===== config.mk =====
export PLATFORM = sky130hd
export DESIGN_NAME = twc_config_bank
export DESIGN_NICKNAME = d
export VERILOG_FILES = /design/src/core/twc_config_bank.v
export VERILOG_INCLUDE_DIRS = /design/src /design/src/core
export SDC_FILE = /design/constraint.sdc
export NUM_CORES = 1
export LEC_CHECK = 0
export BUFFER_PORTS_ARGS = -buffer_cell sky130_fd_sc_hd__clkbuf_2
export CAP_MARGIN = 40
export CORE_MARGIN = 5
export CORE_UTILIZATION = 54
export DETAILED_ROUTE_END_ITERATION = 8
export PLACE_DENSITY_LB_ADDON = 0.1
export SKIP_CTS_REPAIR_TIMING = 1
export SYNTH_ARGS = -nofsm -noshare
export SYNTH_HDL_FRONTEND = slang
export SYNTH_SLANG_ARGS = --single-unit

===== constraint.sdc =====
create_clock -name clock -period 4.73 [get_ports clock]
set_input_delay 0.946 -clock clock [delete_from_list [all_inputs] [get_ports clock]]
set_output_delay 0.946 -clock clock [all_outputs]
set_load 0.03 [all_outputs]

===== src/core/twc_map.vh =====
/*
 * constants for the threshold / wake-on-change configuration bank:
 * register addresses, field positions, codes and reset values.
 * assumes inclusion by bare name from the single design module.
 */
`ifndef TWC_MAP_VH
`define TWC_MAP_VH
`define TWC_ADDR_LIM1 8'h04
`define TWC_ADDR_LIM2 8'h05
`define TWC_ADDR_LIM3 8'h06
`define TWC_ADDR_CFG3 8'h07
`define TWC_ADDR_GAIN 8'h09
`define TWC_ADDR_SH1 8'h0a
`define TWC_ADDR_SH2 8'h0b
`define TWC_CFG3_RST 8'h00
`define TWC_BYTE_RST 8'h00
`define TWC_WAKE_HI 7
`define TWC_WAKE_LO 6
`define TWC_SEL_HI 5
`define TWC_SEL_LO 4
`define TWC_HYS_HI 3
`define TWC_HYS_LO 2
`define TWC_OFS_EN 1
`define TWC_OFS_DIR 0
`define TWC_WAKE_OFF 2'h0
`define TWC_WAKE_ANGLE 2'h1
`define TWC_WAKE_FIELD 2'h2
`define TWC_SEL_NONE 2'h0
`define TWC_SEL_ANGLE 2'h1
`define TWC_SEL_FIELD 2'h2
`define TWC_SEL_MAG 2'h3
`define TWC_PAIR_NONE 2'h0
`define TWC_PAIR_XY 2'h1
`define TWC_PAIR_YZ 2'h2
`define TWC_PAIR_XZ 2'h3
`define TWC_AX_X 0
`define TWC_AX_Y 1
`define TWC_AX_Z 2
`endif


===== src/core/twc_config_bank.v =====
/*
 * threshold, wake-on-change and angle post-processing configuration bank.
 * assumes a bus front end that presents byte writes/reads by address,
 * and a measurement chain that presents one new sample with a strobe.
 */
`timescale 1ns/1ps
`include "twc_map.vh"
module twc_config_bank #(
	parameter DW = 8,
	parameter AW = 12
)(
	input wire clock,
	input wire rst,
	input wire clk_en,
	input wire [7:0] reg_addr,
	input wire reg_wr,
	input wire [7:0] reg_wdata,
	output reg [7:0] reg_rdata,
	input wire [1:0] angle_pair_select,
	input wire [2:0] axis_enable_set,
	input wire limit_direction,
	input wire [DW-1:0] change_hysteresis,
	input wire sample_valid,
	input wire signed [DW-1:0] field_x,
	input wire signed [DW-1:0] field_y,
	input wire signed [DW-1:0] field_z,
	input wire signed [DW-1:0] magnitude,
	input wire [AW-1:0] angle_raw,
	output reg [AW-1:0] angle_out,
	output reg threshold_event,
	output reg change_event,
	output wire [1:0] change_wake_select,
	output wire [1:0] threshold_function_select,
	output wire [3:0] angular_hysteresis,
	output wire signed [7:0] gain_trim,
	output wire signed [7:0] first_correction_shift,
	output wire signed [7:0] second_correction_shift
);
	reg [7:0] cfg3_r;
	reg [7:0] lim1_r;
	reg [7:0] lim2_r;
	reg [7:0] lim3_r;
	reg [7:0] gain_or_x_high_byte_r;
	reg [7:0] shift1_or_y_high_byte_r;
	reg [7:0] shift2_or_z_high_byte_r;
	reg signed [DW-1:0] prev_field_r;
	reg [AW-1:0] prev_angle_r;
	reg prev_ok_r;
	reg [AW-1:0] angle_nxt;
	reg thr_nxt;
	reg chg_nxt;
	reg signed [DW-1:0] sel_field;
	reg [DW:0] fdiff;
	reg [AW-1:0] adiff;
	reg angle_in_band;
	wire signed [7:0] first_limit_byte;
	wire signed [7:0] second_limit_byte;
	wire signed [7:0] third_limit_byte;
	wire signed [AW-1:0] ofs_ext;
	wire angle_ok;
	wire signed [AW:0] angle_sx;
	wire signed [AW:0] band_lo;
	wire signed [AW:0] band_hi;
	localparam NAX = 3;
	wire [NAX-1:0] axis_hit;
	wire signed [DW-1:0] axis_val [0:NAX-1];
	wire [7:0] axis_low [0:NAX-1];
	wire [7:0] axis_high [0:NAX-1];
	genvar g;

	// sign extension of an 8-bit limit to the data width
	function signed [DW-1:0] sx;
		input signed [7:0] b;
		begin
			sx = b;
		end
	endfunction

	// gain and shift bytes are trims unless field thresholds claim them
	function trim_live;
		input [1:0] sel;
		begin
			trim_live = sel != `TWC_SEL_FIELD;
		end
	endfunction

	// beyond-limit test honouring trigger direction
	function beyond;
		input signed [DW-1:0] v;
		input signed [DW-1:0] lim;
		input dir;
		begin
			beyond = dir ? (v < lim) : (v > lim);
		end
	endfunction

	assign first_limit_byte = lim1_r;
	assign second_limit_byte = lim2_r;
	assign third_limit_byte = lim3_r;
	assign change_wake_select = cfg3_r[`TWC_WAKE_HI:`TWC_WAKE_LO];
	assign threshold_function_select = cfg3_r[`TWC_SEL_HI:`TWC_SEL_LO];
	assign angular_hysteresis = 4'h1 << cfg3_r[`TWC_HYS_HI:`TWC_HYS_LO];
	// trims only carry meaning outside field-threshold mode
	assign gain_trim = trim_live(threshold_function_select) ? gain_or_x_high_byte_r : 8'h00;
	assign first_correction_shift = trim_live(threshold_function_select) ?
		shift1_or_y_high_byte_r : 8'h00;
	assign second_correction_shift = trim_live(threshold_function_select) ?
		shift2_or_z_high_byte_r : 8'h00;
	assign ofs_ext = {{(AW-8){third_limit_byte[7]}}, third_limit_byte};
	assign angle_ok = angle_pair_select != `TWC_PAIR_NONE;

	// angle band edges, one bit wider so the signed limits never wrap
	assign angle_sx = {1'b0, angle_nxt};
	assign band_lo = {{(AW-7){first_limit_byte[7]}}, first_limit_byte};
	assign band_hi = band_lo + {{(AW-7){second_limit_byte[7]}}, second_limit_byte} +
		{{(AW-3){1'b0}}, angular_hysteresis};

	// per-axis view of samples and limit bytes for the field threshold test
	assign axis_val[`TWC_AX_X] = field_x;
	assign axis_val[`TWC_AX_Y] = field_y;
	assign axis_val[`TWC_AX_Z] = field_z;
	assign axis_low[`TWC_AX_X] = first_limit_byte;
	assign axis_low[`TWC_AX_Y] = second_limit_byte;
	assign axis_low[`TWC_AX_Z] = third_limit_byte;
	assign axis_high[`TWC_AX_X] = gain_or_x_high_byte_r;
	assign axis_high[`TWC_AX_Y] = shift1_or_y_high_byte_r;
	assign axis_high[`TWC_AX_Z] = shift2_or_z_high_byte_r;

	// an enabled axis fires when beyond either of its limits
	generate
		for (g = 0; g < NAX; g = g + 1)
		begin : g_axis
			assign axis_hit[g] = axis_enable_set[g] && (beyond(axis_val[g], sx(axis_high[g]), limit_direction) ||
				beyond(axis_val[g], sx(axis_low[g]), limit_direction));
		end
	endgenerate

	always @(posedge clock)
	begin
		if (rst)
		begin
			cfg3_r <= `TWC_CFG3_RST;
			lim1_r <= `TWC_BYTE_RST;
			lim2_r <= `TWC_BYTE_RST;
			lim3_r <= `TWC_BYTE_RST;
			gain_or_x_high_byte_r <= `TWC_BYTE_RST;
			shift1_or_y_high_byte_r <= `TWC_BYTE_RST;
			shift2_or_z_high_byte_r <= `TWC_BYTE_RST;
		end
		else if (clk_en && reg_wr)
		begin
			case (reg_addr)
				`TWC_ADDR_CFG3: cfg3_r <= reg_wdata;
				`TWC_ADDR_LIM1: lim1_r <= reg_wdata;
				`TWC_ADDR_LIM2: lim2_r <= reg_wdata;
				`TWC_ADDR_LIM3: lim3_r <= reg_wdata;
				`TWC_ADDR_GAIN: gain_or_x_high_byte_r <= reg_wdata;
				`TWC_ADDR_SH1: shift1_or_y_high_byte_r <= reg_wdata;
				`TWC_ADDR_SH2: shift2_or_z_high_byte_r <= reg_wdata;
				default: cfg3_r <= cfg3_r;
			endcase
		end
	end

	always @*
	begin
		case (reg_addr)
			`TWC_ADDR_CFG3: reg_rdata = cfg3_r;
			`TWC_ADDR_LIM1: reg_rdata = lim1_r;
			`TWC_ADDR_LIM2: reg_rdata = lim2_r;
			`TWC_ADDR_LIM3: reg_rdata = lim3_r;
			`TWC_ADDR_GAIN: reg_rdata = gain_or_x_high_byte_r;
			`TWC_ADDR_SH1: reg_rdata = shift1_or_y_high_byte_r;
			`TWC_ADDR_SH2: reg_rdata = shift2_or_z_high_byte_r;
			default: reg_rdata = 8'h00;
		endcase
	end

	always @*
	begin
		// first enabled axis drives field change wake
		if (axis_enable_set[`TWC_AX_X])
			sel_field = field_x;
		else if (axis_enable_set[`TWC_AX_Y])
			sel_field = field_y;
		else
			sel_field = field_z;
		fdiff = (sel_field > prev_field_r) ? ({sel_field[DW-1], sel_field} - {prev_field_r[DW-1], prev_field_r}) :
			({prev_field_r[DW-1], prev_field_r} - {sel_field[DW-1], sel_field});
		adiff = (angle_raw > prev_angle_r) ? (angle_raw - prev_angle_r) : (prev_angle_r - angle_raw);

		// angle offset applies only in angle-threshold mode
		angle_nxt = angle_raw;
		if (cfg3_r[`TWC_OFS_EN] && threshold_function_select == `TWC_SEL_ANGLE)
		begin
			if (cfg3_r[`TWC_OFS_DIR])
				angle_nxt = angle_raw - ofs_ext;
			else
				angle_nxt = angle_raw + ofs_ext;
		end

		// angle band test, upper edge always widened by the hysteresis
		angle_in_band = (angle_sx >= band_lo) && (angle_sx <= band_hi);

		thr_nxt = 1'b0;
		case (threshold_function_select)
			`TWC_SEL_NONE: thr_nxt = 1'b0;
			`TWC_SEL_ANGLE: thr_nxt = angle_ok && (limit_direction ? !angle_in_band : angle_in_band);
			`TWC_SEL_FIELD: thr_nxt = |axis_hit;
			`TWC_SEL_MAG: thr_nxt = limit_direction ?
				(magnitude < sx(first_limit_byte)) : (magnitude > sx(second_limit_byte));
			default: thr_nxt = 1'b0;
		endcase

		chg_nxt = 1'b0;
		case (change_wake_select)
			`TWC_WAKE_OFF: chg_nxt = 1'b0;
			`TWC_WAKE_ANGLE: chg_nxt = prev_ok_r && angle_ok &&
				(adiff >= {{(AW-DW){1'b0}}, change_hysteresis});
			`TWC_WAKE_FIELD: chg_nxt = prev_ok_r && (fdiff >= {1'b0, change_hysteresis});
			default: chg_nxt = 1'b0;
		endcase
	end

	always @(posedge clock)
	begin
		if (rst)
		begin
			prev_field_r <= {DW{1'b0}};
			prev_angle_r <= {AW{1'b0}};
			prev_ok_r <= 1'b0;
			angle_out <= {AW{1'b0}};
			threshold_event <= 1'b0;
			change_event <= 1'b0;
		end
		else if (clk_en)
		begin
			threshold_event <= sample_valid && thr_nxt;
			change_event <= sample_valid && chg_nxt;
			if (sample_valid)
			begin
				prev_field_r <= sel_field;
				prev_angle_r <= angle_raw;
				prev_ok_r <= 1'b1;
				angle_out <= angle_nxt;
			end
		end
	end
endmodule


# Word level (Yosys, flattened, before mapping)
# Cells that the tools add are included.
# W data, S select, Z words.
[totals] wordCells=102 input_bits=79 output_inout_bits=54 regBits=91
[op_classes] n_reduce_logical=27 n_mux=20 n_lt_le_gt_ge=20 n_eq_ne=13 n_addsub=8 shifts=1
[ops] cell="$gt A8 B8 Y1" count=8
[ops] cell="$lt A8 B8 Y1" count=7
[ops] cell="$pmux W8 S7" count=1
[ops] cell="$mux W8" count=5
[ops] cell="$mux W12" count=3
[ops] cell="$sub A12 B12 Y12" count=3
[ops] cell="$eq A8 B3 Y1 const B" count=4
[ops] cell="$eq A8 B4 Y1 const B" count=3
[ops] cell="$sub A8 B8 Y9" count=2
[ops] cell="$reduce_and A2 Y1" count=8
[ops] cell="$ge A13 B8 Y1" count=1
[ops] cell="$le A13 B10 Y1" count=1
[ops] cell="$add A12 B12 Y12" count=1
[ops] cell="$ge A12 B8 Y1" count=1
[ops] cell="$gt A12 B12 Y1" count=1
[ops] cell="$logic_and A1 B1 Y1" count=12
[ops] cell="$add A9 B5 Y10" count=1
[ops] cell="$add A8 B8 Y9" count=1
[ops] cell="$ge A9 B8 Y1" count=1
[ops] cell="$mux W9" count=1
[ops] cell="$mux W1" count=8
[ops] cell="$eq A2 B2 Y1 const B" count=3
[ops] cell="$eq A2 B1 Y1 const B" count=2
[ops] cell="$pmux W1 S4" count=1
[ops] cell="other kinds (8)" count=10

# Longest topological paths before layout
# Gate-level depths: netlist of run 1.
[logic_depth] word_depth=10 mapped_depth=24 ltp_nobuf=24

# Worst setup path before layout of run 1
# Ideal clock, no wire load.
[synth_timing] kind="input-to-reg" from="in axis_enable_set[1]" to="reg change_event" setup_slack_ps=-406 cell_stages=20 n_path_buf=2 setup_time_ps=127 arrival_ps=5009 t_required_ps=4603 path_cell_list="clkbuf_1 > mux2i_1 > o21ai_0 > ha_1 > a21oi_1 > o21bai_1 > a2111o_1 > a21oi_1 > buf_2 > mux2_2 > ha_1 > a21o_1 > a21o_1 > a21oi_1 > nor2b_1 > o21ai_0 > nand2b_1 > a2111oi_0 > or3_1 > o211ai_1"
[synth_via] elab_chain_cells=8 word_cells_on_any_way=10 classes_between="add/sub: 2; order compare: 2; mux: 4; reduce/logical: 2"
[synth_lines] item="start: declaration" line_no="twc_config_bank.v:20" text="input wire [2:0] axis_enable_set,"
[synth_lines] item="$mux W8 (*)" line_no="twc_config_bank.v:184" text="else if (axis_enable_set[`TWC_AX_Y])"
[synth_lines] item="$mux W8 (*)" line_no="twc_config_bank.v:182" text="if (axis_enable_set[`TWC_AX_X])"
[synth_lines] item="named net sel_field[1]" line_no="twc_config_bank.v:52" text="reg signed [DW-1:0] sel_field;"
[synth_lines] item="$sub A8 B8 Y9 (tied with other cells)" line_no="twc_config_bank.v:189" text="({prev_field_r[DW-1], prev_field_r} - {sel_field[DW-1], sel_field});"
[synth_lines] item="$mux W9 (*)" line_no="twc_config_bank.v:188" text="fdiff = (sel_field > prev_field_r) ? ({sel_field[DW-1], sel_field} - {prev_field_r[DW-1], prev_field_r}) :"
[synth_lines] item="$ge A9 B8 Y1 (*)" line_no="twc_config_bank.v:220" text="`TWC_WAKE_FIELD: chg_nxt = prev_ok_r && (fdiff >= {1'b0, change_hysteresis});"
[synth_lines] item="$logic_and A1 B1 Y1 (*)" line_no="twc_config_bank.v:220"
[synth_lines] item="$pmux W1 S2 (*)" line_no="twc_config_bank.v:216" text="case (change_wake_select)"
[synth_lines] item="$logic_and A1 B1 Y1 (*)" line_no="twc_config_bank.v:239" text="change_event <= sample_valid && chg_nxt;"
[synth_lines] item="end signal: assignment" line_no="twc_config_bank.v:239"
[synth_lines] item="end: declaration" line_no="twc_config_bank.v:31" text="output reg change_event,"
# Mark *: on every way through the listed nets, which the timed path passes. The rest lies on a longest branch.
# A chain may end at the register's enable or synchronous reset.

# Worst setup path in the final report of run 1
[layout_timing] from="reg lim3_r[1]" to="reg threshold_event"
[layout_via] elab_chain_cells=10 word_cells_on_any_way=18 classes_between="add/sub: 2; order compare: 4; mux: 5; reduce/logical: 7"
[layout_lines] item="start: declaration" line_no="twc_config_bank.v:42" text="reg [7:0] lim3_r;"
[layout_lines] item="start signal: assignment" line_no="twc_config_bank.v:145" text="lim3_r <= `TWC_BYTE_RST;"
[layout_lines] item="start signal: assignment" line_no="twc_config_bank.v:156" text="`TWC_ADDR_LIM3: lim3_r <= reg_wdata;"
[layout_lines] item="$add A12 B12 Y12 / $sub A12 B12 Y12 (equally long branches)" line_no="twc_config_bank.v:199, twc_config_bank.v:197"
[layout_lines] item="$mux W12 (*)" line_no="twc_config_bank.v:196" text="if (cfg3_r[`TWC_OFS_DIR])"
[layout_lines] item="$mux W12 (*)" line_no="twc_config_bank.v:194" text="if (cfg3_r[`TWC_OFS_EN] && threshold_function_select == `TWC_SEL_ANGLE)"
[layout_lines] item="named net angle_nxt[11]" line_no="twc_config_bank.v:49" text="reg [AW-1:0] angle_nxt;"
[layout_lines] item="$ge A13 B8 Y1 / $le A13 B10 Y1 (equally long branches)" line_no="twc_config_bank.v:203" text="angle_in_band = (angle_sx >= band_lo) && (angle_sx <= band_hi);"
[layout_lines] item="$logic_and A1 B1 Y1 (*)" line_no="twc_config_bank.v:203"
[layout_lines] item="$logic_not A1 Y1" line_no="twc_config_bank.v:208" text="`TWC_SEL_ANGLE: thr_nxt = angle_ok && (limit_direction ? !angle_in_band : angle_in_band);"
[layout_lines] item="$mux W1 (*)" line_no="twc_config_bank.v:208"
[layout_lines] item="$logic_and A1 B1 Y1 (*)" line_no="twc_config_bank.v:208"
[layout_lines] item="$pmux W1 S4 (*)" line_no="twc_config_bank.v:206" text="case (threshold_function_select)"
[layout_lines] item="$logic_and A1 B1 Y1 (*)" line_no="twc_config_bank.v:238" text="threshold_event <= sample_valid && thr_nxt;"
[layout_lines] item="end signal: assignment" line_no="twc_config_bank.v:238"
[layout_lines] item="end: declaration" line_no="twc_config_bank.v:30" text="output reg threshold_event,"
# Marks and branches as above.

==> results of run 1 <==
layout make-up:
type	instances	area, um^2	area share (%)
Timing Repair Buffer	195	1150	10.2
Clock buffer	12	236	2.10
Multi-Input combinational cell	982	7220	64.0
Tap cell	225	282	2.50
Inverter	125	469	4.16
Sequential cell	91	1820	16.2
Clock inverter	4	98.8	0.876
through the flow:
step	setup WS, ps	power, mW
floorplan	0.0422	1.27
global placement	-42.2	1.47
detailed placement	-159	1.49
CTS	-34.8	2.32
global route	-211	2.46
finish	-41.6	2.33
final timing paths:
| check | from | to | slack (ps) | cells past startpoint |
|---|---|---|---|---|
| setup / recovery | lim3_r[1]$_SDFFE_PP0P_ | threshold_event$_SDFFE_PP0P_ | -40 | 23 |
| hold / removal | angle_out[4]$_SDFFE_PP0P_ | angle_out[4]$_SDFFE_PP0P_ | 460 | 2 |
| setup reg to reg | lim3_r[1]$_SDFFE_PP0P_ | threshold_event$_SDFFE_PP0P_ | -40 | 23 |
| hold reg to reg | angle_out[4]$_SDFFE_PP0P_ | angle_out[4]$_SDFFE_PP0P_ | 460 | 2 |
layout by cell type (no fill, tap or decap), drive strengths merged, types with 4 or more instances in the layout:
cell type,n
fa,10
inv,125
mux2i,78
o21a,12
nor2b,29
nand2b,13
o31ai,7
a211oi,10
and2,6
nor3b,4
o21bai,7
nor3,18
xor2,12
nand3,17
a22oi,17
o211ai,9
nand3b,6
mux2,5
nand4,20
clkbuf,142
nor2,161
nand2,110
a21o,13
a21oi,84
a31oi,16
a21boi,8
o21ai,64
xnor2,21
ha,169
dfxtp,91
a31o,6
buf,65
and3,5
registers in the layout (all words and copies together) (netlist names), 8 cells and up:
name,flops
lim2_r,8
prev_field_r,8
first_limit_byte,8
shift1_or_y_high_byte_r,8
gain_or_x_high_byte_r,8
shift2_or_z_high_byte_r,8
cfg3_r,8
lim3_r,8
prev_angle_r,12
angle_out,12
kinds of logic after synthesis:
logic type / Yosys count
compound gates: 282
xor+xnor: 33
fa+ha+maj: 180
buf+inv: 168
flops: 91
mux: 83
simple gates: 404
routing by layer:
layer	global-route usage, %	up-vias
met5	0	-
li1	-	4659
met1	37.1	4293
met2	46.7	314
met4	10.4	0
met3	4.66	67
worst max-delay path, cell delays in order (launching register included):
cell and delay, ps:
dfxtp_2 330, inv_1 60, ha_1 270, mux2_4 290, inv_1 60, ha_1 210
nor2b_2 160, o21ai_2 160, a21boi_2 90, or4_4 430, a31o_1 270, o41ai_2 310
xor2_1 200, nor2_1 90, xnor2_2 220, inv_2 60, buf_4 130, ha_1 190
a211o_1 250, a21oi_2 140, a2bb2oi_2 90, and4_1 180, or3_1 330, o2bb2ai_1 140
power by group through the flow:
| stage | sequential (mW) | clock [mW] | combinational (mW) |
|---|---|---|---|
| 6_report | 0.790 | 0.842 | 0.699 |
| 4_1_cts | 0.790 | 0.849 | 0.684 |
| 2_1_floorplan | 0.817 | 0 | 0.450 |
| 3_5_place_dp | 0.808 | 0 | 0.681 |
| 3_3_place_gp | 0.807 | 0 | 0.666 |
| 5_1_grt | 0.792 | 0.887 | 0.785 |
==> results.cfg, run 1 <==
[drt]
maxUsedRoutingLayer = met4
wl_met2_mm = 13.5
finalWirelength_mm = 29.1
dr.pass1.iters = 5
viasPerCell = 5.71
drt-met1-wl_mm = 12.7
wl_met3_mm = 1.77
wl_per_cell_um = 17.8
ant_nets = 0
drc = 0
dr_total_vias = 9333
drtIter0Drc = 643

[yosys]
synth_flop_cell = dfxtp_1
synth_top_family_by_area = adder cells
synth_area_mm2 = 0.00963
ys_warn_count = 0
ys_seq_area_share_pct = 18.9
synth_cells = 1241
post-synth-top-area-cell = ha_1
yosysTopAreaCellShare_pct = 22.0
synth_common_cells = ha_1 (169), nor2_1 (161), inv_1 (125)
synth_compound_area_share_pct = 19.0
synthSimpleGateAreaFrac_pct = 19.4
synth_area_leaders = ha_1 (22%), dfxtp_1 (19%), mux2i_1 (8.1%), nor2_1 (6.3%), inv_1 (4.9%)
yosysMostFrequentCell = ha_1
synthArstFlopShare_pct = 0
syn-num-nets = 1499
synth_adder_area_share_pct = 24.2
synth_mux_area_share_pct = 8.70
yosysUniqueCellTypes = 76
synth_edf_count = 0
synth_xor_area_share_pct = 3.08
synth_seq_cells = 91
synth_area_per_cell_um2 = 7.76

[power]
ir_worst_vdd_mv = 0.197
power.internal_mw = 1.61
p_clk_share_pct = 36.1
p_switching_mw = 0.718
combPwrFrac_pct = 30.0
pwr-share-seq_pct = 33.9
power.share.switching_pct = 30.8
cellLeakagePower_nw = 5.34
p_per_area_mw_per_mm2 = 207

[die]
chipHeight_um = 144
dieWidth_um = 144
dieArea_mm2 = 0.0206
floorplan.initialDensity_pct = 55.3
core-area_mm2 = 0.0174
row_count = 48
io_pins = 133

[critical_path]
crit_path_end_kind = flip-flop
critPathMaxFanout = 3
worstSetupPathType = flip-flop to flip-flop
start_kind = flip-flop
cp.arrival_ps = 5020
worst_ep_required_time_ps = 4980

[placement]
gp_congestion = 0.977
placed_cells = 1615
port-buffer-count = 132
hpwl_mm = 23.5
dpl-instance-area_mm2 = 0.0109

[timing]
whs_ps = 455
setup_viol = 1
drv_slew = 0
skew_ps = 12.5
tns_ps = -41.6
finalHoldViolations = 0
timing.final.crit_share_pct = 101
fmax_mhz = 210
finalCriticalPeriod_ps = 4770
rsz0062_at_grt = yes
finalWorstSetupSlack_ps = -41.6
slew_headroom_pct = 39.7
max_slew.worst_pin.slew_ps = 901

[finish]
fillerInstances = 1608
area.growth.synth_to_final_pct = 17.2
layoutNonFillerInstCount = 1634
postLayoutCoreUtil_pct = 64.8
num_antenna_cells = 0
final_nets = 1662
final_area_mm2 = 0.0113
layout-drive-gt1-share_pct = 17.7

[clock_tree]
clkLatencyLatePin_ps = 360
clkSinkCount = 91
cts_buffers = 9
cts_tree = done
clkTransAtPathRegs_ps = 70
cts_buffer_depth = 2
htreeDepth = 3
cts-root-buf = clkbuf_16

[global_route]
antenna_found_initial = 0
grt_overflow_total = 0
grt_pass1_vias = 8907
grt.total_usage_pct = 28.2
grt_max_degree = 68
grt_pass1_wl_mm = 46.1

[run]
max_cap_violations = 0

[outcome]
violations = setup timing
outcome = complete, but fails checks

[worst_hold_path]
hp-class = flip-flop to flip-flop
Note: power is estimated with default switching activity, not from simulation.
==> inputs of run 2 (changes only) <==
--- a/config.mk
+++ b/config.mk
@@ -11,7 +11,7 @@
 export CORE_MARGIN = 5
 export CORE_UTILIZATION = 54
 export DETAILED_ROUTE_END_ITERATION = 8
-export PLACE_DENSITY_LB_ADDON = 0.1
+export PLACE_DENSITY = 0.84
 export SKIP_CTS_REPAIR_TIMING = 1
 export SYNTH_ARGS = -nofsm -noshare
 export SYNTH_HDL_FRONTEND = slang
==> results.cfg, run 2 (synthesized netlist as in run 1, its figures left out) <==
[clock_tree]
cts-root-buf = clkbuf_16
cts_buffers = 9
clkTransAtPathRegs_ps = 70
clkLatencyLatePin_ps = 360
clkSinkCount = 91
cts_tree = done
htreeDepth = 3
cts_buffer_depth = 2

[die]
io_pins = 133
dieArea_mm2 = 0.0206
dieWidth_um = 144
row_count = 48
floorplan.initialDensity_pct = 55.3
chipHeight_um = 144
core-area_mm2 = 0.0174

[global_route]
antenna_found_initial = 0
grt_pass1_wl_mm = 45.5
grt.total_usage_pct = 27.6
grt_pass1_vias = 9196
grt_max_degree = 90
grt_overflow_total = 0

[finish]
final_nets = 1659
area.growth.synth_to_final_pct = 16.9
fillerInstances = 1526
final_cell_mix = ha_1 (168), nor2_1 (160), clkbuf_2 (132)
layout-drive-gt1-share_pct = 17.7
num_antenna_cells = 0
layout_commonest_cell = ha_1
layoutNonFillerInstCount = 1631
top_regs = angle_out (12), prev_angle_r (12)
postLayoutCoreUtil_pct = 64.6

[drt]
finalWirelength_mm = 28.8
viasPerCell = 5.87
dr.pass1.iters = 6
wl_per_cell_um = 17.7
dr_total_vias = 9567
ant_nets = 0
drc = 0
drtIter0Drc = 709

[timing]
rsz0062_at_grt = yes
finalCriticalPeriod_ps = 4650
timing.final.crit_share_pct = 98.4
setup_viol = 0
max_slew.worst_pin.slew_ps = 891
slew_headroom_pct = 40.4
finalWorstSetupSlack_ps = 77.8
finalHoldViolations = 0
skew_ps = 6.65
fmax_mhz = 215
drv_slew = 0

[placement]
port-buffer-count = 132
gp_congestion = 1.02
placed_cells = 1614
place_worst_setup_slack_ps = -203
hpwl_mm = 23.4

[worst_hold_path]
hp-class = flip-flop to flip-flop
hold_depth = 2

[power]
p_per_area_mw_per_mm2 = 199
ir_worst_vdd_mv = 0.182
cellLeakagePower_nw = 5.31

[critical_path]
cp.arrival_ps = 4910
critPathMaxFanout = 3
start_kind = flip-flop
crit_path_end_kind = flip-flop
worstSetupPathType = flip-flop to flip-flop
r2r_cells = 22
worst_ep_required_time_ps = 4980

[run]
max_cap_violations = 0

[outcome]
outcome = finished, final reports clean
run 2: changes by cell type in the layout (fill, tap and decap cells not counted), moves of 2 or more:
cell,change
clkbuf_2,+2
clkbuf_1,-3
inv_8,+3
clkinv_4,+2
buf_4,-4
bufinv_16,-3
buf_2,-2
run 2: layout make-up:
class / count / area, um^2 / share of cell area (%)
multi-input cells: 982 / 7240 / 64.3
flip-flops and latches: 91 / 1820 / 16.2
repair buffers: 192 / 1130 / 10.1
inverters: 125 / 469 / 4.17
well taps: 225 / 282 / 2.50
clock buffers: 9 / 225 / 2.00
clock inverters: 7 / 76.3 / 0.678
run 2: power breakdown:
part,internal (mW),switching [mW],total (mW)
clock,0.375,0.360,0.735
combinational,0.320,0.398,0.718
sequential,0.780,0.00996,0.790
total,1.47,0.768,2.24
run 2: through the flow:
step,hold WS [ps],power (mW),TNS [ps],area (um^2)
finish,458,2.24,0,11200
detailed placement,447,1.49,-320,10900
global placement,444,1.47,-8.62,10800
CTS,457,2.22,0,11200
floorplan,432,1.27,0,9640
global route,488,2.37,-255,11200
run 2: final timing paths:
kind,start,end,slack (ps)
setup reg to reg,lim3_r[0]$_SDFFE_PP0P_,threshold_event$_SDFFE_PP0P_,80
hold / removal,angle_out[5]$_SDFFE_PP0P_,angle_out[5]$_SDFFE_PP0P_,460
hold reg to reg,angle_out[5]$_SDFFE_PP0P_,angle_out[5]$_SDFFE_PP0P_,460
setup / recovery,lim3_r[0]$_SDFFE_PP0P_,threshold_event$_SDFFE_PP0P_,80
run 2: metal layers:
layer  wire length, um  global-route usage [%]  part of all wire (%)
met5                 0                       0                     0
met4              1240                    11.6                   4.3
met3              2050                    4.53                   7.1
met2             13300                    46.4                    46
met1             12300                    35.1                    43
run 2: critical path, stage by stage (launching register included):
cell and delay [ps]:
dfxtp_2 330, inv_1 40, ha_1 280, mux2_4 290, inv_1 70, ha_1 220, nor2b_1 140, o21ai_2 170
a21boi_2 80, or4_4 420, a31o_1 260, o41ai_2 310, xor2_1 190, nor2_1 90, xnor2_2 170, buf_4 160
ha_1 210, a211o_1 270, a21oi_1 130, a2bb2oi_1 90, and4_1 170, or3_1 340, o2bb2ai_1 120
==> inputs of run 3 (changes only) <==
--- a/config.mk
+++ b/config.mk
@@ -8,10 +8,11 @@
 export LEC_CHECK = 0
 export BUFFER_PORTS_ARGS = -buffer_cell sky130_fd_sc_hd__clkbuf_2
 export CAP_MARGIN = 40
+export CORE_ASPECT_RATIO = 0.5
 export CORE_MARGIN = 5
-export CORE_UTILIZATION = 54
+export CORE_UTILIZATION = 30
 export DETAILED_ROUTE_END_ITERATION = 8
-export PLACE_DENSITY = 0.84
+export PLACE_DENSITY = 0.54
 export SKIP_CTS_REPAIR_TIMING = 1
 export SYNTH_ARGS = -nofsm -noshare
 export SYNTH_HDL_FRONTEND = slang
==> results.cfg, run 3 (synthesized netlist as in run 1, its figures left out) <==
[outcome]
outcome = finished, final reports clean

[critical_path]
crit_family = compound AO/OA/AOI/OAI gates
start_kind = flip-flop
cp.arrival_ps = 4910
reg2reg_slack_ps = 80
cp_common_cell = o21ai_1
worstSetupPathType = flip-flop to flip-flop
crit_path_cell_trace = inv_2, ha_4, mux2_4, buf_4, fa_1, nand2b_1, a21o_1, a21boi_1, o21a_1, o21ai_1, a21boi_1, o21ai_1, mux2i_1, nor2_1, nor2_1, ha_1, o21ai_1, nand2b_1, a211o_1, a21oi_2, a2bb2oi_2, and4_1, or3_1, o2bb2ai_2
reg2reg_from = lim3_r[1]$_SDFFE_PP0P_
crit_slowest_cell = fa_1
path_buf_inv = 2
crit_path_end_kind = flip-flop
r2r_cells = 24
worst_ep_required_time_ps = 4990
critPathMaxStageDelay_ps = 390
r2r-end = threshold_event$_SDFFE_PP0P_
critPathMaxFanout = 2

[global_route]
antenna_found_initial = 0
grt.total_usage_pct = 17.5
grt_overflow_total = 0
grt_pass1_vias = 8946
grt_max_degree = 74
grt_pass1_wl_mm = 49.7

[power]
ir_worst_vdd_mv = 0.143
cellLeakagePower_nw = 5.49
p_per_area_mw_per_mm2 = 193
p_clk_share_pct = 33.3
combPwrFrac_pct = 32.1
p_switching_mw = 0.789
power.internal_mw = 1.49
finalPower_mw = 2.28
pwr-share-seq_pct = 34.7
power.share.switching_pct = 34.6

[timing]
rsz0062_at_grt = yes
drv_slew = 0
skew_ps = 7.59
fmax_mhz = 215
tns_ps = 0
timing.final.crit_share_pct = 98.4
finalHoldViolations = 0
finalCriticalPeriod_ps = 4650
max_slew.worst_pin.slew_ps = 839
slew_headroom_pct = 44.1
setup_viol = 0
whs_ps = 460

[finish]
final_nets = 1696
layout-drive-gt1-share_pct = 20.3
final_cell_mix = ha_1 (167), nor2_1 (160), clkbuf_2 (131)
layoutNonFillerInstCount = 1875
num_antenna_cells = 0
top_regs = angle_out (12), prev_angle_r (12)
area.growth.synth_to_final_pct = 22.6
layout_commonest_cell = ha_1

[drt]
finalWirelength_mm = 32.3
drtIter0Drc = 601
drc = 0
ant_nets = 0
viasPerCell = 4.98
dr_total_vias = 9330
wl_per_cell_um = 17.2
dr.pass1.iters = 5

[clock_tree]
clkLatencyLatePin_ps = 360
clkSinkCount = 91
cts-root-buf = clkbuf_16
cts_buffers = 9
cts_tree = done
htreeDepth = 3
clkTransAtPathRegs_ps = 70
cts_buffer_depth = 2

[worst_hold_path]
hp-class = flip-flop to flip-flop
min_to = angle_out[2]$_SDFFE_PP0P_
holdCritStartpoint = angle_out[2]$_SDFFE_PP0P_
hold_depth = 2

[placement]
gp_congestion = 0.930
placed_cells = 1856
port-buffer-count = 132
hpwl_mm = 26.7

[die]
io_pins = 133
core-area_mm2 = 0.0317
row_count = 46
chipHeight_um = 137
floorplan.initialDensity_pct = 30.4
dieWidth_um = 263
dieArea_mm2 = 0.0360

[run]
max_cap_violations = 0
[run 3: changes by cell type in the layout (fill, tap and decap cells not counted), moves of 2 or more]
| cell | previous run | this run |
|---|---|---|
| buf_4 | 58 | 96 |
| clkinv_4 | 3 | 0 |
| inv_1 | 124 | 122 |
| inv_2 | 1 | 3 |
| inv_6 | 0 | 2 |
[run 3: stage by stage]
stage	util [%]	worst slack, ps	instance area [um^2]
floorplan	-	0.0422	9640
global placement	35.9	-115	11400
detailed placement	35.9	-138	11400
CTS	36.8	-20.9	11700
global route	37.3	-182	11800
finish	37.3	76.9	11800
[run 3: how the worst max path moves through the flow]
| stage | start | end | cells after the start | slack [ps] |
|---|---|---|---|---|
| after floorplan | axis_enable_set[1] | change_event$_SDFFE_PP0P_ | 21 | 0.04 |
| after global placement | axis_enable_set[1] | change_event$_SDFFE_PP0P_ | 20 | -120 |
| after detailed placement | axis_enable_set[1] | change_event$_SDFFE_PP0P_ | 20 | -140 |
| after CTS | lim3_r[1]$_SDFFE_PP0P_ | threshold_event$_SDFFE_PP0P_ | 22 | -20 |
| after global routing | lim3_r[0]$_SDFFE_PP0P_ | threshold_event$_SDFFE_PP0P_ | 22 | -180 |
| final | lim3_r[1]$_SDFFE_PP0P_ | threshold_event$_SDFFE_PP0P_ | 24 | 80 |
[run 3: final cells by class]
type / instances / area (um^2)
well taps: 432 / 541
fillers: 3395 / 19900
clock buffers: 9 / 225
repair buffers: 229 / 1390
clock inverters: 7 / 80.1
flip-flops and latches: 91 / 1820
inverters: 125 / 469
multi-input cells: 982 / 7260
[run 3: power groups by stage]
stage	clock (mW)	combinational [mW]	sequential [mW]
finish	0.758	0.731	0.790
global route	0.811	0.828	0.792
global placement	0	0.720	0.808
floorplan	0	0.450	0.817
CTS	0.777	0.727	0.790
detailed placement	0	0.723	0.808
[run 3: tightest hold or removal path, stage by stage (launching register included)]
cell and delay, ps:
dfxtp_1 310, nand2_1 50, a21oi_1 50
[run 3: routing by layer]
metal  vias up  track usage (%)  wire [um]
li1       4743                -          -
met1      4306             22.7      14600
met2       235             31.0      15600
met3        46             2.21       1480
met4         0             4.70        679
met5         -                0          0
